`src/pacing_cfg.svh`:
```
// register offsets, field positions, reset values, the drive limit and the clock rate
`ifndef PACING_CFG_SVH
`define PACING_CFG_SVH
`define OFS_PACING 8'h68
`define OFS_PHY 8'h6c
`define RD_PACE_LSB 27
`define WR_FRAG_LSB 30
`define TIMER_LSB 0
`define EQ_LSB 3
`define CR_EN_BIT 7
`define CR_GAIN_LSB 8
`define SIGDET_LSB 10
`define CR_FILT_LSB 12
`define DEEMPH_EN_LSB 14
`define DEEMPH_BASE_LSB 18
`define LEVEL_BASE_LSB 23
`define DRIVE_LSB 28
`define RST_RD_PACE 3'h0
`define RST_WR_FRAG 2'h2
`define RST_TIMER 3'h2
`define RST_EQ 4'h2
`define RST_CR_EN 1'h0
`define RST_CR_GAIN 2'h2
`define RST_SIGDET 2'h1
`define RST_CR_FILT 2'h3
`define RST_DEEMPH_EN 4'h0
`define RST_DEEMPH_BASE 5'h0d
`define RST_LEVEL_BASE 5'h13
`define RST_DRIVE 3'h0
`define DRIVE_MAX 3'h4
`define CLK_MHZ 25
`endif

```
`src/pacing_pkg.sv`:
```
// types shared by the pacing and phy tuning register bank
package pacing_pkg;
   typedef struct packed {
      logic [2:0] rd_pace;
      logic [1:0] wr_frag;
   } pacing_t;
   typedef struct packed {
      logic [2:0] drive;
      logic [4:0] level_base;
      logic [4:0] deemph_base;
      logic [3:0] deemph_en;
      logic [1:0] cr_filt;
      logic [1:0] sigdet;
      logic [1:0] cr_gain;
      logic cr_en;
      logic [3:0] eq;
      logic [2:0] timer;
   } phy_t;
   typedef enum logic [1:0] {idle, waiting, done} detect_state_t;
endpackage : pacing_pkg

```
`src/upstream_txn_phy_control.sv`:
```
// pacing/fragment register, phy tuning register and derived control outputs
//
// Summary of operation
// - three-bit read pacing field governs issuing a second read from a channel.
// - code 000 holds the second read until all completion data arrived.
// - code 001 allows the second read once one aligned block remains.
// - code 010 allows the second read once two aligned blocks remain.
// - code 011 allows the second read once four aligned blocks remain.
// - top bit set allows the second read once eight aligned blocks remain.
// - fragment code 00 splits writes at 32-byte boundaries.
// - fragment code 01 splits writes at 64-byte boundaries.
// - fragment top bit set splits at 128 bytes; reset value is 10.
// - detect timer codes give 1,2,4,5,10,20,40,50 us; reset gives 4 us.
// - equalization bits 0,1,2 enable stages 0,1,2 independently.
// - drive level 000 nominal, 001-100 margins; other codes are reserved.
//
// Local design decision: the address-and-strobe port.
`timescale 1ns/1ps
`include "pacing_cfg.svh"
module upstream_txn_phy_control (
   input wire logic clk,
   input wire logic resetn,
   input wire logic [7:0] addr,
   input wire logic [31:0] wdata,
   input wire logic wr,
   input wire logic rd,
   output logic [31:0] rdata,
   input wire logic [3:0] blocks_left,
   input wire logic rd_outstanding,
   output logic second_read_ok,
   input wire logic [7:0] wr_addr_low,
   output logic frag_here,
   output logic [2:0] eq_stage_en,
   output logic [2:0] drive_level,
   input wire logic detect_start,
   output logic detect_sample,
   output logic detect_busy
);
   logic rst_m;
   logic rst_s;
   pacing_pkg::pacing_t pace;
   pacing_pkg::pacing_t next_pace;
   pacing_pkg::phy_t phy;
   pacing_pkg::phy_t next_phy;
   logic [31:0] next_rdata;
   logic next_second_read_ok;
   logic next_frag_here;
   logic [2:0] next_drive_level;
   pacing_pkg::detect_state_t state;
   pacing_pkg::detect_state_t next_state;
   logic [10:0] count;
   logic [10:0] next_count;
   logic next_detect_sample;

   // cycles for a wait of the given number of microseconds
   function automatic logic [10:0] us_cycles(input logic [2:0] code);
      logic [5:0] us;
      us = 6'h00;
      case (code)
         3'h0: us = 6'h01;
         3'h1: us = 6'h02;
         3'h2: us = 6'h04;
         3'h3: us = 6'h05;
         3'h4: us = 6'h0a;
         3'h5: us = 6'h14;
         3'h6: us = 6'h28;
         default: us = 6'h32;
      endcase
      us_cycles = 11'(us * `CLK_MHZ);
   endfunction : us_cycles

   // reset released through two flops
   always_ff @(posedge clk or negedge resetn) begin
      if (!resetn) begin
         rst_m <= 1'b0;
         rst_s <= 1'b0;
      end else begin
         rst_m <= 1'b1;
         rst_s <= rst_m;
      end
   end

   // register writes and read mux; reserved bits are simply not stored
   always_comb begin
      next_pace = pace;
      next_phy = phy;
      next_rdata = 32'h0000_0000;
      if (wr && addr == `OFS_PACING) begin
         next_pace.rd_pace = wdata[`RD_PACE_LSB +: 3];
         next_pace.wr_frag = wdata[`WR_FRAG_LSB +: 2];
      end
      if (wr && addr == `OFS_PHY) begin
         next_phy.timer = wdata[`TIMER_LSB +: 3];
         next_phy.eq = wdata[`EQ_LSB +: 4];
         next_phy.cr_en = wdata[`CR_EN_BIT];
         next_phy.cr_gain = wdata[`CR_GAIN_LSB +: 2];
         next_phy.sigdet = wdata[`SIGDET_LSB +: 2];
         next_phy.cr_filt = wdata[`CR_FILT_LSB +: 2];
         next_phy.deemph_en = wdata[`DEEMPH_EN_LSB +: 4];
         next_phy.deemph_base = wdata[`DEEMPH_BASE_LSB +: 5];
         next_phy.level_base = wdata[`LEVEL_BASE_LSB +: 5];
         next_phy.drive = wdata[`DRIVE_LSB +: 3];
      end
      // unmapped addresses and reserved bits answer zero
      if (rd && addr == `OFS_PACING) begin
         next_rdata[`RD_PACE_LSB +: 3] = pace.rd_pace;
         next_rdata[`WR_FRAG_LSB +: 2] = pace.wr_frag;
      end
      if (rd && addr == `OFS_PHY) begin
         next_rdata[30:0] = phy;
      end
   end

   always_ff @(posedge clk or negedge rst_s) begin
      if (!rst_s) begin
         pace <= '{`RST_RD_PACE, `RST_WR_FRAG};
         phy <= '{`RST_DRIVE, `RST_LEVEL_BASE, `RST_DEEMPH_BASE, `RST_DEEMPH_EN,
            `RST_CR_FILT, `RST_SIGDET, `RST_CR_GAIN, `RST_CR_EN, `RST_EQ, `RST_TIMER};
         rdata <= 32'h0000_0000;
      end else begin
         pace <= next_pace;
         phy <= next_phy;
         rdata <= next_rdata;
      end
   end

   // pacing, fragmenting and phy outputs
   always_comb begin
      next_second_read_ok = !rd_outstanding;
      if (rd_outstanding) begin
         if (pace.rd_pace[2]) next_second_read_ok = blocks_left <= 4'h8;
         else begin
            case (pace.rd_pace[1:0])
               2'h0: next_second_read_ok = blocks_left == 4'h0;
               2'h1: next_second_read_ok = blocks_left <= 4'h1;
               2'h2: next_second_read_ok = blocks_left <= 4'h2;
               default: next_second_read_ok = blocks_left <= 4'h4;
            endcase
         end
      end
      // flags the next byte as the first of a new aligned boundary
      if (pace.wr_frag[1]) next_frag_here = wr_addr_low[6:0] == 7'h00;
      else if (pace.wr_frag[0]) next_frag_here = wr_addr_low[5:0] == 6'h00;
      else next_frag_here = wr_addr_low[4:0] == 5'h00;
      // reserved drive codes fall back to nominal rather than misdrive
      next_drive_level = (phy.drive > `DRIVE_MAX) ? 3'h0 : phy.drive;
   end

   // receiver-detect wait timer
   always_comb begin
      next_state = state;
      next_count = count;
      next_detect_sample = 1'b0;
      case (state)
         pacing_pkg::idle: begin
            if (detect_start) begin
               next_state = pacing_pkg::waiting;
               next_count = us_cycles(phy.timer);
            end
         end
         pacing_pkg::waiting: begin
            // wait the full count after the accepting edge, never one short
            if (count == 11'h000) begin
               next_state = pacing_pkg::done;
               next_detect_sample = 1'b1;
            end else next_count = count - 11'h001;
         end
         pacing_pkg::done: next_state = pacing_pkg::idle;
         default: next_state = pacing_pkg::idle;
      endcase
   end

   always_ff @(posedge clk or negedge rst_s) begin
      if (!rst_s) begin
         second_read_ok <= 1'b0;
         frag_here <= 1'b0;
         eq_stage_en <= 3'h0;
         drive_level <= 3'h0;
         state <= pacing_pkg::idle;
         count <= 11'h000;
         detect_sample <= 1'b0;
         detect_busy <= 1'b0;
      end else begin
         second_read_ok <= next_second_read_ok;
         frag_here <= next_frag_here;
         eq_stage_en <= phy.eq[2:0];
         drive_level <= next_drive_level;
         state <= next_state;
         count <= next_count;
         detect_sample <= next_detect_sample;
         detect_busy <= next_state == pacing_pkg::waiting;
      end
   end
endmodule : upstream_txn_phy_control
```
`config.mk`:
```
export PLATFORM = sky130hd
export DESIGN_NAME = upstream_txn_phy_control
export DESIGN_NICKNAME = d
export VERILOG_FILES = /design/src/pacing_pkg.sv /design/src/upstream_txn_phy_control.sv
export VERILOG_INCLUDE_DIRS = /design/src
export SDC_FILE = /design/constraint.sdc
export NUM_CORES = 1
export LEC_CHECK = 0
export BUFFER_PORTS_ARGS = -buffer_cell sky130_fd_sc_hd__buf_2
export CORE_MARGIN = 8
export CORE_UTILIZATION = 35
export CTS_BUF_LIST = sky130_fd_sc_hd__clkbuf_8
export DETAILED_ROUTE_END_ITERATION = 16
export GPL_TIMING_DRIVEN = 0
export PLACE_DENSITY = 0.56
export SETUP_SLACK_MARGIN = 0.5
export SLEW_MARGIN = 0
export SYNTH_ARGS = -nofsm -noshare
export SYNTH_HDL_FRONTEND = slang
export SYNTH_SLANG_ARGS = --single-unit
```
`constraint.sdc`:
```
create_clock -name clk -period 4 [get_ports clk]
set_clock_uncertainty 0.15 [all_clocks]
set_input_delay 0 -clock clk [delete_from_list [all_inputs] [get_ports clk]]
set_output_delay 0 -clock clk [all_outputs]
set_load 0.01 [all_outputs]
```
### After elaboration in Yosys (flattened, before gate mapping)

Cells that the tools add are included.

* register bits: 93
* output and inout bits: 42

* add/subtract/negate cells: 1
* $mul: 1
* order comparisons: 5
* equal/unequal tests: 14
* mux-type cells: 19
* reductions and logical operators: 15

Operators by type and width (count)
* 6-bit case mux with 7 select lines: 1
* 31-bit two-way mux: 1
* 11-bit two-way mux: 2
* 11-bit case mux with 2 select lines: 1
* 8-bit by 7-bit equality test with 1-bit output, second input constant: 2
* 6-bit two-way mux: 2
* 11-bit logical NOT: 1
* 6-bit by 5-bit multiplier with 11-bit output, second input constant: 1
* 11-bit by 1-bit subtractor with 11-bit output, second input constant: 1
* 3-bit equality test, second input constant: 3
* 7-bit logical NOT: 1
* 2-bit by 1-bit equality test with 1-bit output, second input constant: 3
* 3-bit by 2-bit equality test with 1-bit output, second input constant: 2
* 6-bit logical NOT: 1
* 1-bit two-way mux: 6
* 5-bit logical NOT: 1
* 5-bit two-way mux: 1
* 4-bit by 1-bit <= comparator with 1-bit output, second input constant: 1
* 4-bit by 2-bit <= comparator with 1-bit output, second input constant: 1
* 4-bit by 3-bit <= comparator with 1-bit output, second input constant: 1
* 4-bit <= comparator, second input constant: 1
* 1-bit logical AND: 4
* 2-bit logical NOT: 2
* 4-bit logical NOT: 1
* other kinds (12): 14

### Logic depth before layout (Yosys ltp)

Gate-level depths: netlist (run 1).

* depth after elaboration: 7
* depth in mapped cells: 17
* gate-level depth less buffers: 16

### Worst setup path before layout (run 1)

No wires, ideal clock.

* kind: flip-flop to flip-flop
* start point: register phy[1] in the netlist's numbering
* end point: register count[10]
* setup time: 121 ps
* arrival: 3827 ps
* data required time: 3729 ps
* slack: -98 ps
* cell stages (with the launch flop): 17
* path buffers: 1
* clock period less this slack: 4098 ps
* path through: dfstp_2 -> clkbuf_1 -> and2_1 -> nor2b_1 -> inv_1 -> ha_1 -> nand2_1 -> and3b_1 -> ha_1 -> ha_1 -> ha_1 -> ha_1 -> a31oi_1 -> nor2_1 -> a2111oi_0 -> xor2_1 -> a22o_1

* longest elaborated chain between the ends: 7

Ends and longest elaborated chain
* from (decl): line upstream_txn_phy_control.sv:43 `pacing_pkg::phy_t phy;`
* from (signal assigned): line upstream_txn_phy_control.sv:117 `` phy <= '{`RST_DRIVE, `RST_LEVEL_BASE, `RST_DEEMPH_BASE, `RST_DEEMPH_EN, ``
* from (signal assigned): line upstream_txn_phy_control.sv:122 `phy <= next_phy;`
* 3-bit equality test (tied with other cells): line upstream_txn_phy_control.sv:59 `case (code)`
* 6-bit case mux with 7 select lines *: line upstream_txn_phy_control.sv:59
* 6-bit two-way mux *: line upstream_txn_phy_control.sv:156 `if (detect_start) begin`
* 6-bit two-way mux *: line upstream_txn_phy_control.sv:154 `case (state)`
* 6-bit by 5-bit multiplier with 11-bit output (no line) *
* 11-bit two-way mux *: line upstream_txn_phy_control.sv:156
* 11-bit case mux with 2 select lines *: line upstream_txn_phy_control.sv:154
* to (signal assigned): line upstream_txn_phy_control.sv:189 `count <= next_count;`
* to (decl): line upstream_txn_phy_control.sv:51 `logic [10:0] count;`

Every way passes the cells marked *; elsewhere a longest branch is shown, timed or not. The select of a mux whose other input is x is not followed.
A chain may end at the register's enable or synchronous reset.

### Worst setup path after layout (run 1)

Ends and elaborated chain as after synthesis.

==> results of run 1 <==
==> sequential cells by signal, summed over array words and instances, names as in the netlist <==
register        count
detect_busy         1
rdata              32
rst_s               1
state               2
drive_level         3
second_read_ok      1
pace                5
eq_stage_en         3
detect_sample       1
count              11
rst_m               1
phy                31
frag_here           1
==> routing by layer <==
metal	GRT usage (%)	vias to the layer above	share of wire, %
li1	-	1495	-
met1	15.0	1502	42
met2	21.9	87	50
met3	4.89	10	6.7
met4	3.90	0	1.1
met5	0	-	0
==> cell usage in the layout (no fill, tap or decap), types with 3 or more instances in the layout <==
| cell type | count |
|---|---|
| dfstp_2 | 13 |
| a21oi_1 | 9 |
| nand2_1 | 16 |
| nand2b_1 | 5 |
| mux2i_1 | 4 |
| nor2_2 | 3 |
| o21ai_0 | 12 |
| xor2_1 | 4 |
| clkbuf_8 | 11 |
| inv_1 | 12 |
| nor3b_1 | 3 |
| buf_1 | 3 |
| nor2_1 | 17 |
| mux2_2 | 36 |
| dlygate4sd3_1 | 44 |
| clkbuf_1 | 6 |
| ha_4 | 16 |
| nor2b_1 | 3 |
| buf_2 | 97 |
| dfrtp_1 | 79 |
| nand3_1 | 3 |
| buf_4 | 14 |
| and2_1 | 27 |
| ha_1 | 6 |
==> kinds of logic after synthesis <==
kind of cell	share of synthesized area, %
AND/OR/NAND/NOR	13.4
adder cells (fa/ha/maj)	7.14
multiplexers	11.0
flip-flops	56.7
buffers and inverters	2.51
XOR/XNOR	1.06
AO/OA/AOI/OAI	8.08
other	0.0907
==> worst min-delay path by stage <==
stage	startpoint	endpoint	slack (ps)	cells past startpoint
2_1_floorplan	resetn	rst_m	-450	0
4_1_cts	addr[7]	rdata[5]	20	5
3_3_place_gp	resetn	rst_m	-360	1
5_1_grt	addr[0]	rdata[2]	50	5
6_report	addr[7]	rdata[5]	30	5
3_5_place_dp	resetn	rst_s	-360	1
==> worst register-to-register path: stages (launching register included) <==
cell,delay (ps)
dfstp_2,550
buf_8,90
and2_4,130
nor2b_4,140
inv_2,60
ha_4,180
o21ai_4,170
o21ai_4,110
ha_4,300
ha_4,200
ha_4,270
inv_2,30
fa_2,310
nand2b_4,150
nor3_4,150
a2111oi_4,70
xor2_1,170
a22o_1,220
==> timing repair <==
action | 4_1_cts | 5_1_grt
setup endpoints to repair | 4 | 4
hold buffers | 44 | 0
resized for setup | 32 | 9
hold endpoints to repair | 49 | 0
pin swaps | 16 | 9
setup buffers | 12 | 3
==> report_power, final <==
| part | internal, mW | leakage, nW | switching (mW) |
|---|---|---|---|
| combinational | 0.221 | 1.63 | 0.196 |
| sequential | 1.02 | 1.21 | 0.0841 |
| clock | 0.306 | 0.106 | 0.332 |
==> final cells by class <==
| class | instances | area [sq um] |
|---|---|---|
| fill | 1014 | 5530 |
| sequential | 93 | 2350 |
| multi-input combinational | 217 | 2010 |
| timing repair buffer | 157 | 1080 |
| tap | 143 | 179 |
| clock buffer | 10 | 138 |
| buffer | 12 | 73.8 |
| clock inverter | 6 | 62.6 |
| inverter | 13 | 51.3 |
==> results_dict.tcl, run 1 <==
set metrics [dict create \
    status "finished, final reports clean" \
    cp.depth 17 \
    setup_tns_ps 0 \
    synth_edf_count 0 \
    ir_drop_uv 202 \
    min_path_type "in -> reg" \
    grt-ovfl-total 0 \
    drtIter0Drc 141 \
    syn2layout_area_growth_pct 43.7 \
    cp-start-kind "register" \
    synth_cell_types 52 \
    synth_top_cell_by_area "dfrtp_1" \
    vias 3094 \
    whs_ps 32.5 \
    ys_seq_area_share_pct 56.7 \
    start_util_pct 36.1 \
    synth_common_cells "dfrtp_1, mux2_2, and2_1" \
    powerDensity_nw_per_um2 364 \
    antenna_found_initial 0 \
    h-tree-depth 3 \
    synth-seq-cells 93 \
    cts.sinks 93 \
    viasPerCell 4.75 \
    die_y_um 125 \
    cts.path.max_buffers 2 \
    placed_cells 576 \
    ant_nets 0 \
    syn_inst 335 \
    leakagePower_nw 2.95 \
    rsz0062_at_grt "true" \
    dpl_cell_area_sq_um 4910 \
    r2r_slack_ps 450 \
    insertion_delay_ps 360 \
    yosys_warnings 0 \
    final_cell_area_sq_um 5940 \
    rows 39 \
    crit_end "count[10]" \
    synth.avg_cell_area_sq_um 12.3 \
    setup_viol 0 \
    max_freq_ghz 0.282 \
    drive_gt1_share_pct 44.3 \
    clk_pin_slew_ps 90 \
    cts_buffers 9 \
    place.gp.congestion 0.793 \
    synth_top_flop_cell "dfrtp_1" \
    cp_num_buf_inv 3 \
    grt_first_pass_wirelength_um 16800 \
    period_needed_ps 3550 \
    critPathKind "reg -> reg" \
    die-area_sq_um 15500 \
    ioPinCount 100 \
    hold_violations 0 \
    syn_area_sq_um 4140 \
    firstDrtPassIters 4 \
    cp.required_ps 4100 \
    worstRegToRegCells 17 \
    total_power_mw 2.16 \
    drc 0 \
    wl_um 10000 \
    r2r_start "phy[1]" \
    yosys.area.top_type_share_pct 48.4 \
    cp_common_cell "ha_4" \
    cpMaxStageDelayCell "dfstp_2" \
    drv_cap 0 \
    tightest_slew_ps 628 \
    slowest_delay_ps 550 \
    cts_tree "yes" \
    stdcell_count 651 \
    slew_headroom_pct 58.1 \
    root_buffer "clkbuf_8" \
    fin_ws_ps 450 \
    die_x_um 125 \
    critPathLaunch "phy[1]" \
    nNetsFinal 584 \
    yosys-top-cells-area "dfrtp_1, mux2_2, dfstp_2" \
    post-synth-top-count-cell "dfrtp_1" \
    grt_usage_pct 13.0 \
    critPathTopFamily "adder cells" \
    drv_slew 0 \
    crit_fanout 4 \
    post_drt_wl_per_cell_um 15.4 \
    regToRegEndpoint "count[10]" \
    post-place-ws_ps 172 \
    dp_hpwl_um 6840 \
    grt_pass1_vias 3440 \
    arrival_ps 3650 \
    end_kind "register" \
    grt_max_degree 55 \
    post-route-util_pct 51.8 \
    core-area_sq_um 11500 \
    finalCritPeriodShare_pct 88.7 \
    diodes 0 \
    io_buffers 97 \
    cp_cell_sequence "buf_8, and2_4, nor2b_4, inv_2, ha_4, o21ai_4, o21ai_4, ha_4, ha_4, ha_4, inv_2, fa_2, nand2b_4, nor3_4, a2111oi_4, xor2_1, a22o_1" \
    synth_nets 416 \
    async_flop_share_pct 100 \
]
No activity file was read; power rests on OpenSTA's default activity.
==> run 2, diff against run 1 <==
- CORE_UTILIZATION: 35 -> 30
- PLACE_DENSITY: 0.56 -> 0.5
- SLEW_MARGIN: 0 -> 20
==> run 2 against run 1 <==
Against the previous run:
- register-to-register slack got worse by 40 ps
- clock power decreased by 5.3%
- first-iteration DRC count decreased by 1.4%
- cell count up 6.6%
- critical path depth shrank 1
- clock-buffer cell count is the same
- power decreased by 1.8%
- combinational power is 1% lower
- core utilization shrank 7.9 points
- critical endpoint unchanged
- largest power group unchanged
==> results_dict.tcl, run 2 (synthesis gave the netlist of run 1 again) <==
set metrics [dict create \
    regMostFlops "rdata" \
    clk_pin_slew_ps 100 \
    ant_nets 0 \
    seq_area_sq_um 2350 \
    viasPerCell 4.50 \
    slowest_delay_ps 560 \
    arrival_ps 3720 \
    drtIter0Drc 139 \
    grt-ovfl-total 0 \
    finalCritPeriodShare_pct 89.8 \
    drv_slew 0 \
    cpMaxStageDelayCell "dfstp_2" \
    regToRegEndpoint "count[10]" \
    slew_headroom_pct 54.9 \
    leakagePower_nw 2.97 \
    clkPwrFrac_pct 28.5 \
    start_util_pct 30.3 \
    seqPwrFrac_pct 52.1 \
    multi_input_area_sq_um 1990 \
    setup_tns_ps 0 \
    vias 3126 \
    combPwrFrac_pct 19.5 \
    largest_reg_flops 32 \
    cp_cell_sequence "buf_8, buf_4, nand3b_1, ha_4, nor2_2, mux2_4, ha_4, ha_4, ha_4, inv_2, fa_2, nand2b_4, nor3_4, a2111oi_4, xor2_1, a22o_1" \
    place.gp.congestion 0.777 \
    whs_ps 188 \
    cp.required_ps 4130 \
    crit_fanout 4 \
    ioPinCount 100 \
    status "finished, final reports clean" \
    cts.sinks 93 \
    drv_cap 0 \
    min_from "wr" \
    core-area_sq_um 13700 \
    io_buffers 97 \
    critPathKind "reg -> reg" \
    post_drt_wl_per_cell_um 15.1 \
    reg_top3 "rdata x32, phy x31, count x11" \
    dp_hpwl_um 7250 \
    h-tree-depth 3 \
    worstHoldEndpoint "pace[4]" \
    fin_ws_ps 408 \
    grt_usage_pct 12.1 \
    die_y_um 133 \
    r2r_slack_ps 410 \
    die_x_um 133 \
    nNetsFinal 590 \
    powerDensity_nw_per_um2 353 \
    ir_drop_uv 162 \
    die-area_sq_um 17800 \
    total_power_mw 2.12 \
    cp_common_cell "ha_4" \
    syn2layout_area_growth_pct 45.2 \
    setup_viol 0 \
    drive_gt1_share_pct 44.6 \
    root_buffer "clkbuf_8" \
    wl_um 10500 \
    switching_power_uw 632 \
    final_common_cell "buf_2" \
    end_kind "register" \
    worstRegToRegCells 16 \
    firstDrtPassIters 4 \
    min_path_type "in -> reg" \
    mostFrequentLayoutCells "buf_2, dfrtp_1, dlygate4sd3_1, mux2_2, and2_1" \
    cp-start-kind "register" \
    diodes 0 \
    max_freq_ghz 0.278 \
    hold_violations 0 \
    intPower_mw 1.49 \
    period_needed_ps 3590 \
    grt_pass1_vias 3367 \
    whs_path_depth 4 \
    rsz0062_at_grt "true" \
    tightest_slew_ps 677 \
    cts.path.max_buffers 2 \
    rows 43 \
    antenna_found_initial 0 \
    post-place-ws_ps 169 \
    cts_tree "yes" \
    grt_first_pass_wirelength_um 17000 \
    drc 0 \
    insertion_delay_ps 380 \
    cts_buffers 9 \
    grt_max_degree 49 \
    fill_cells 1341 \
    r2r_start "phy[1]" \
    switching_share_pct 29.8 \
]
==> run 2: per-layer routing <==
metal  part of all wire [%]  GRT usage (%)  vias up  routed length [um]
li1                       -              -     1508                   -
met1                     42           13.4     1535                4430
met2                     50           20.2       72                5240
met3                    6.6           5.31       11                 688
met4                    1.4           4.74        0                 142
met5                      0              0        -                   0
==> run 2: per-stage QoR <==
stage               cell area (sq um)  util [%]  instances
floorplan                        4210         -        335
global placement                 4920      36.0        612
detailed placement               4960      36.3        613
CTS                              5830      42.7        685
global route                     6000      43.9        694
finish                           6000      43.9        694
==> run 2: area by class of cell <==
class	count	area share (%)
tap	180	3.75
multi-input combinational	217	33.1
sequential	93	39.1
clock buffer	10	2.29
inverter	13	0.854
clock inverter	6	0.792
buffer	12	1.25
timing repair buffer	163	18.9
==> run 2: worst max path at each step <==
stage | from | end | cells past startpoint | slack, ps
after floorplan | phy[1] | count[10] | 17 | 500
after global placement | rst_s | detect_busy | 0 | -140
after detailed placement | phy[2] | count[10] | 16 | 170
after CTS | phy[1] | count[10] | 16 | 370
after global routing | phy[1] | count[10] | 16 | 300
final | phy[1] | count[10] | 16 | 410
==> run 2: power groups by stage <==
stage               registers [mW]  clock network (mW)  logic [mW]
finish                        1.10               0.604       0.413
global route                  1.12               0.669       0.461
CTS                           1.10               0.639       0.397
detailed placement            1.12                   0       0.340
global placement              1.13                   0       0.319
floorplan                     1.11                   0       0.238
==> run 2: worst max-delay path: cells and delay by family (launching register included) <==
kind,cells,cell delay (ps)
and+or+nand+nor,4,570
muxes,1,300
xor gates and xnor gates,1,150
buffers and inverters,3,220
adders and majority gates,5,1250
AOI/OAI and AO/OA,2,290
DFF,1,560
==> run 2: what timing repair did <==
item	4_1_cts	5_1_grt
gates resized for setup	23	17
cloned	0	0
endpoints found under the setup margin	5	4
hold buffers	46	0
pin swaps	14	14
buffers inserted	10	9
endpoints found under the hold margin	50	0
==> run 3, diff against run 2 <==
- CELL_PAD_IN_SITES_DETAIL_PLACEMENT: unset -> 0
- CELL_PAD_IN_SITES_GLOBAL_PLACEMENT: unset -> 1
- PLACE_DENSITY: 0.5 -> 0.6
==> run 3 against run 2 <==
Against the previous run:
- final area is 0.96% lower
- routed wire length down 3.0%
- register-to-register slack about the same
- sequential share of layout area is 0.38 points higher
- worst setup slack better by 11 ps
- sequential power hardly changed
- sequential cell count is the same
==> results_dict.tcl, run 3 (synthesis gave the netlist of run 1 again) <==
set metrics [dict create \
    ioPinCount 100 \
    setup_tns_ps 0 \
    whs_ps 33.8 \
    diodes 0 \
    finalCritPeriodShare_pct 89.5 \
    regMostFlops "rdata" \
    drc 0 \
    rsz0062_at_grt "true" \
    core-area_sq_um 13700 \
    largest_reg_flops 32 \
    insertion_delay_ps 370 \
    final_cell_area_sq_um 5950 \
    cts_tree "yes" \
    viasPerCell 4.49 \
    place.gp.congestion 0.746 \
    r2r_start "phy[1]" \
    grt_max_degree 57 \
    status "finished, final reports clean" \
    fin_ws_ps 419 \
    setup_viol 0 \
    ant_nets 0 \
    post-place-ws_ps 183 \
    arrival_ps 3690 \
    syn2layout_area_growth_pct 43.8 \
    min_path_type "in -> reg" \
    seqPwrFrac_pct 51.9 \
    mostFrequentLayoutCells "buf_2, dfrtp_1, dlygate4sd3_1, mux2_2, and2_1" \
    switching_share_pct 29.6 \
    drv_slew 0 \
    slew_headroom_pct 59.4 \
    io_buffers 97 \
    multi_input_area_sq_um 1970 \
    period_needed_ps 3580 \
    wl_um 10200 \
    critPathKind "reg -> reg" \
    end_kind "register" \
    grt_usage_pct 11.6 \
    cts_buffers 9 \
    hold_violations 0 \
    leakagePower_nw 2.96 \
    cts.path.max_buffers 2 \
    dpl_cell_area_sq_um 4980 \
    post_drt_wl_per_cell_um 14.8 \
    firstDrtPassIters 4 \
    max_freq_ghz 0.279 \
    antenna_found_initial 0 \
    critPathLaunch "phy[1]" \
    ir_drop_uv 168 \
    crit_fanout 4 \
    die_x_um 133 \
    combPwrFrac_pct 20.0 \
    final_common_cell "buf_2" \
    clkPwrFrac_pct 28.1 \
    dp_hpwl_um 7360 \
    intPower_mw 1.49 \
    switching_power_uw 627 \
    drive_gt1_share_pct 44.1 \
    start_util_pct 30.3 \
    drv_cap 0 \
    h-tree-depth 3 \
    root_buffer "clkbuf_8" \
    grt-ovfl-total 0 \
    grt_pass1_vias 3316 \
    cts.sinks 93 \
    die-area_sq_um 17800 \
    rows 43 \
    cp.required_ps 4110 \
    fill_cells 1335 \
    tightest_slew_ps 609 \
    powerDensity_nw_per_um2 356 \
    nNetsFinal 586 \
    clk_pin_slew_ps 90 \
    reg_top3 "rdata x32, phy x31, count x11" \
    worstRegToRegCells 17 \
    drtIter0Drc 103 \
    post-route-util_pct 43.5 \
    die_y_um 133 \
    cp-start-kind "register" \
    grt_first_pass_wirelength_um 16400 \
    vias 3101 \
    min_from "addr[0]" \
    seq_area_sq_um 2350 \
    whs_path_depth 5 \
]
[run 3: cell types whose count changed in the layout (fill, tap and decap cells not counted), sizes merged]
cell and change:
clkinvlp +1, inv -1, buf -3, dlygate4sd3 -1
[run 3: timing repair]
action | 4_1_cts | 5_1_grt
pin swaps | 6 | 13
hold endpoints to repair | 50 | 0
hold buffers | 45 | 0
gates resized for setup | 20 | 18
buffers inserted | 6 | 9
setup endpoints to repair | 5 | 3
[run 3: through the flow]
step                      power [mW]  instances
after floorplan                 1.35        335
after global placement          1.45        612
after detailed placement        1.47        614
after CTS                       2.13        681
after global routing            2.25        690
final                           2.12        690
[run 3: worst paths after layout]
check	endpoint	slack (ps)
hold / removal	rdata[6]	30
setup reg to reg	count[10]	420
setup / recovery	count[10]	420
hold reg to reg	phy[10]	140
max in group asynchronous	phy[1]	2980
min in group asynchronous	phy[10]	140
[run 3: layer usage]
layer | vias up | GRT usage, % | share of wire, %
li1 | 1494 | - | -
met1 | 1527 | 13.7 | 44
met2 | 66 | 18.6 | 49
met3 | 14 | 3.99 | 5.8
met4 | 0 | 5.61 | 1.8
met5 | - | 0 | 0
[run 3: area by class of cell]
type                    instances  area share (%)
clock inverters                 6           0.778
repair buffers                159            18.4
multi-input cells             217            33.1
inverters                      13           0.863
flip-flops and latches         93            39.5
clock buffers                  10            2.31
plain buffers                  12            1.26
well taps                     180            3.79
[run 3: power groups by stage]
stage	Combinational (mW)	Clock (mW)	Sequential [mW]
floorplan	0.238	0	1.11
global placement	0.320	0	1.13
detailed placement	0.354	0	1.11
CTS	0.405	0.627	1.10
global route	0.477	0.662	1.11
finish	0.424	0.595	1.10
[run 3: worst max-delay path, stage by stage, from the launching register on]
cell and delay, ps:
dfstp_2 550, buf_8 100, and2_4 130, nor2b_4 140, inv_2 50, ha_4 170
o21ai_4 140, o21ai_4 110, ha_4 280, ha_4 190, ha_4 260, inv_2 40
fa_2 330, nand2b_4 170, nor3_4 200, a2111oi_4 70, xor2_1 160, a22o_1 240
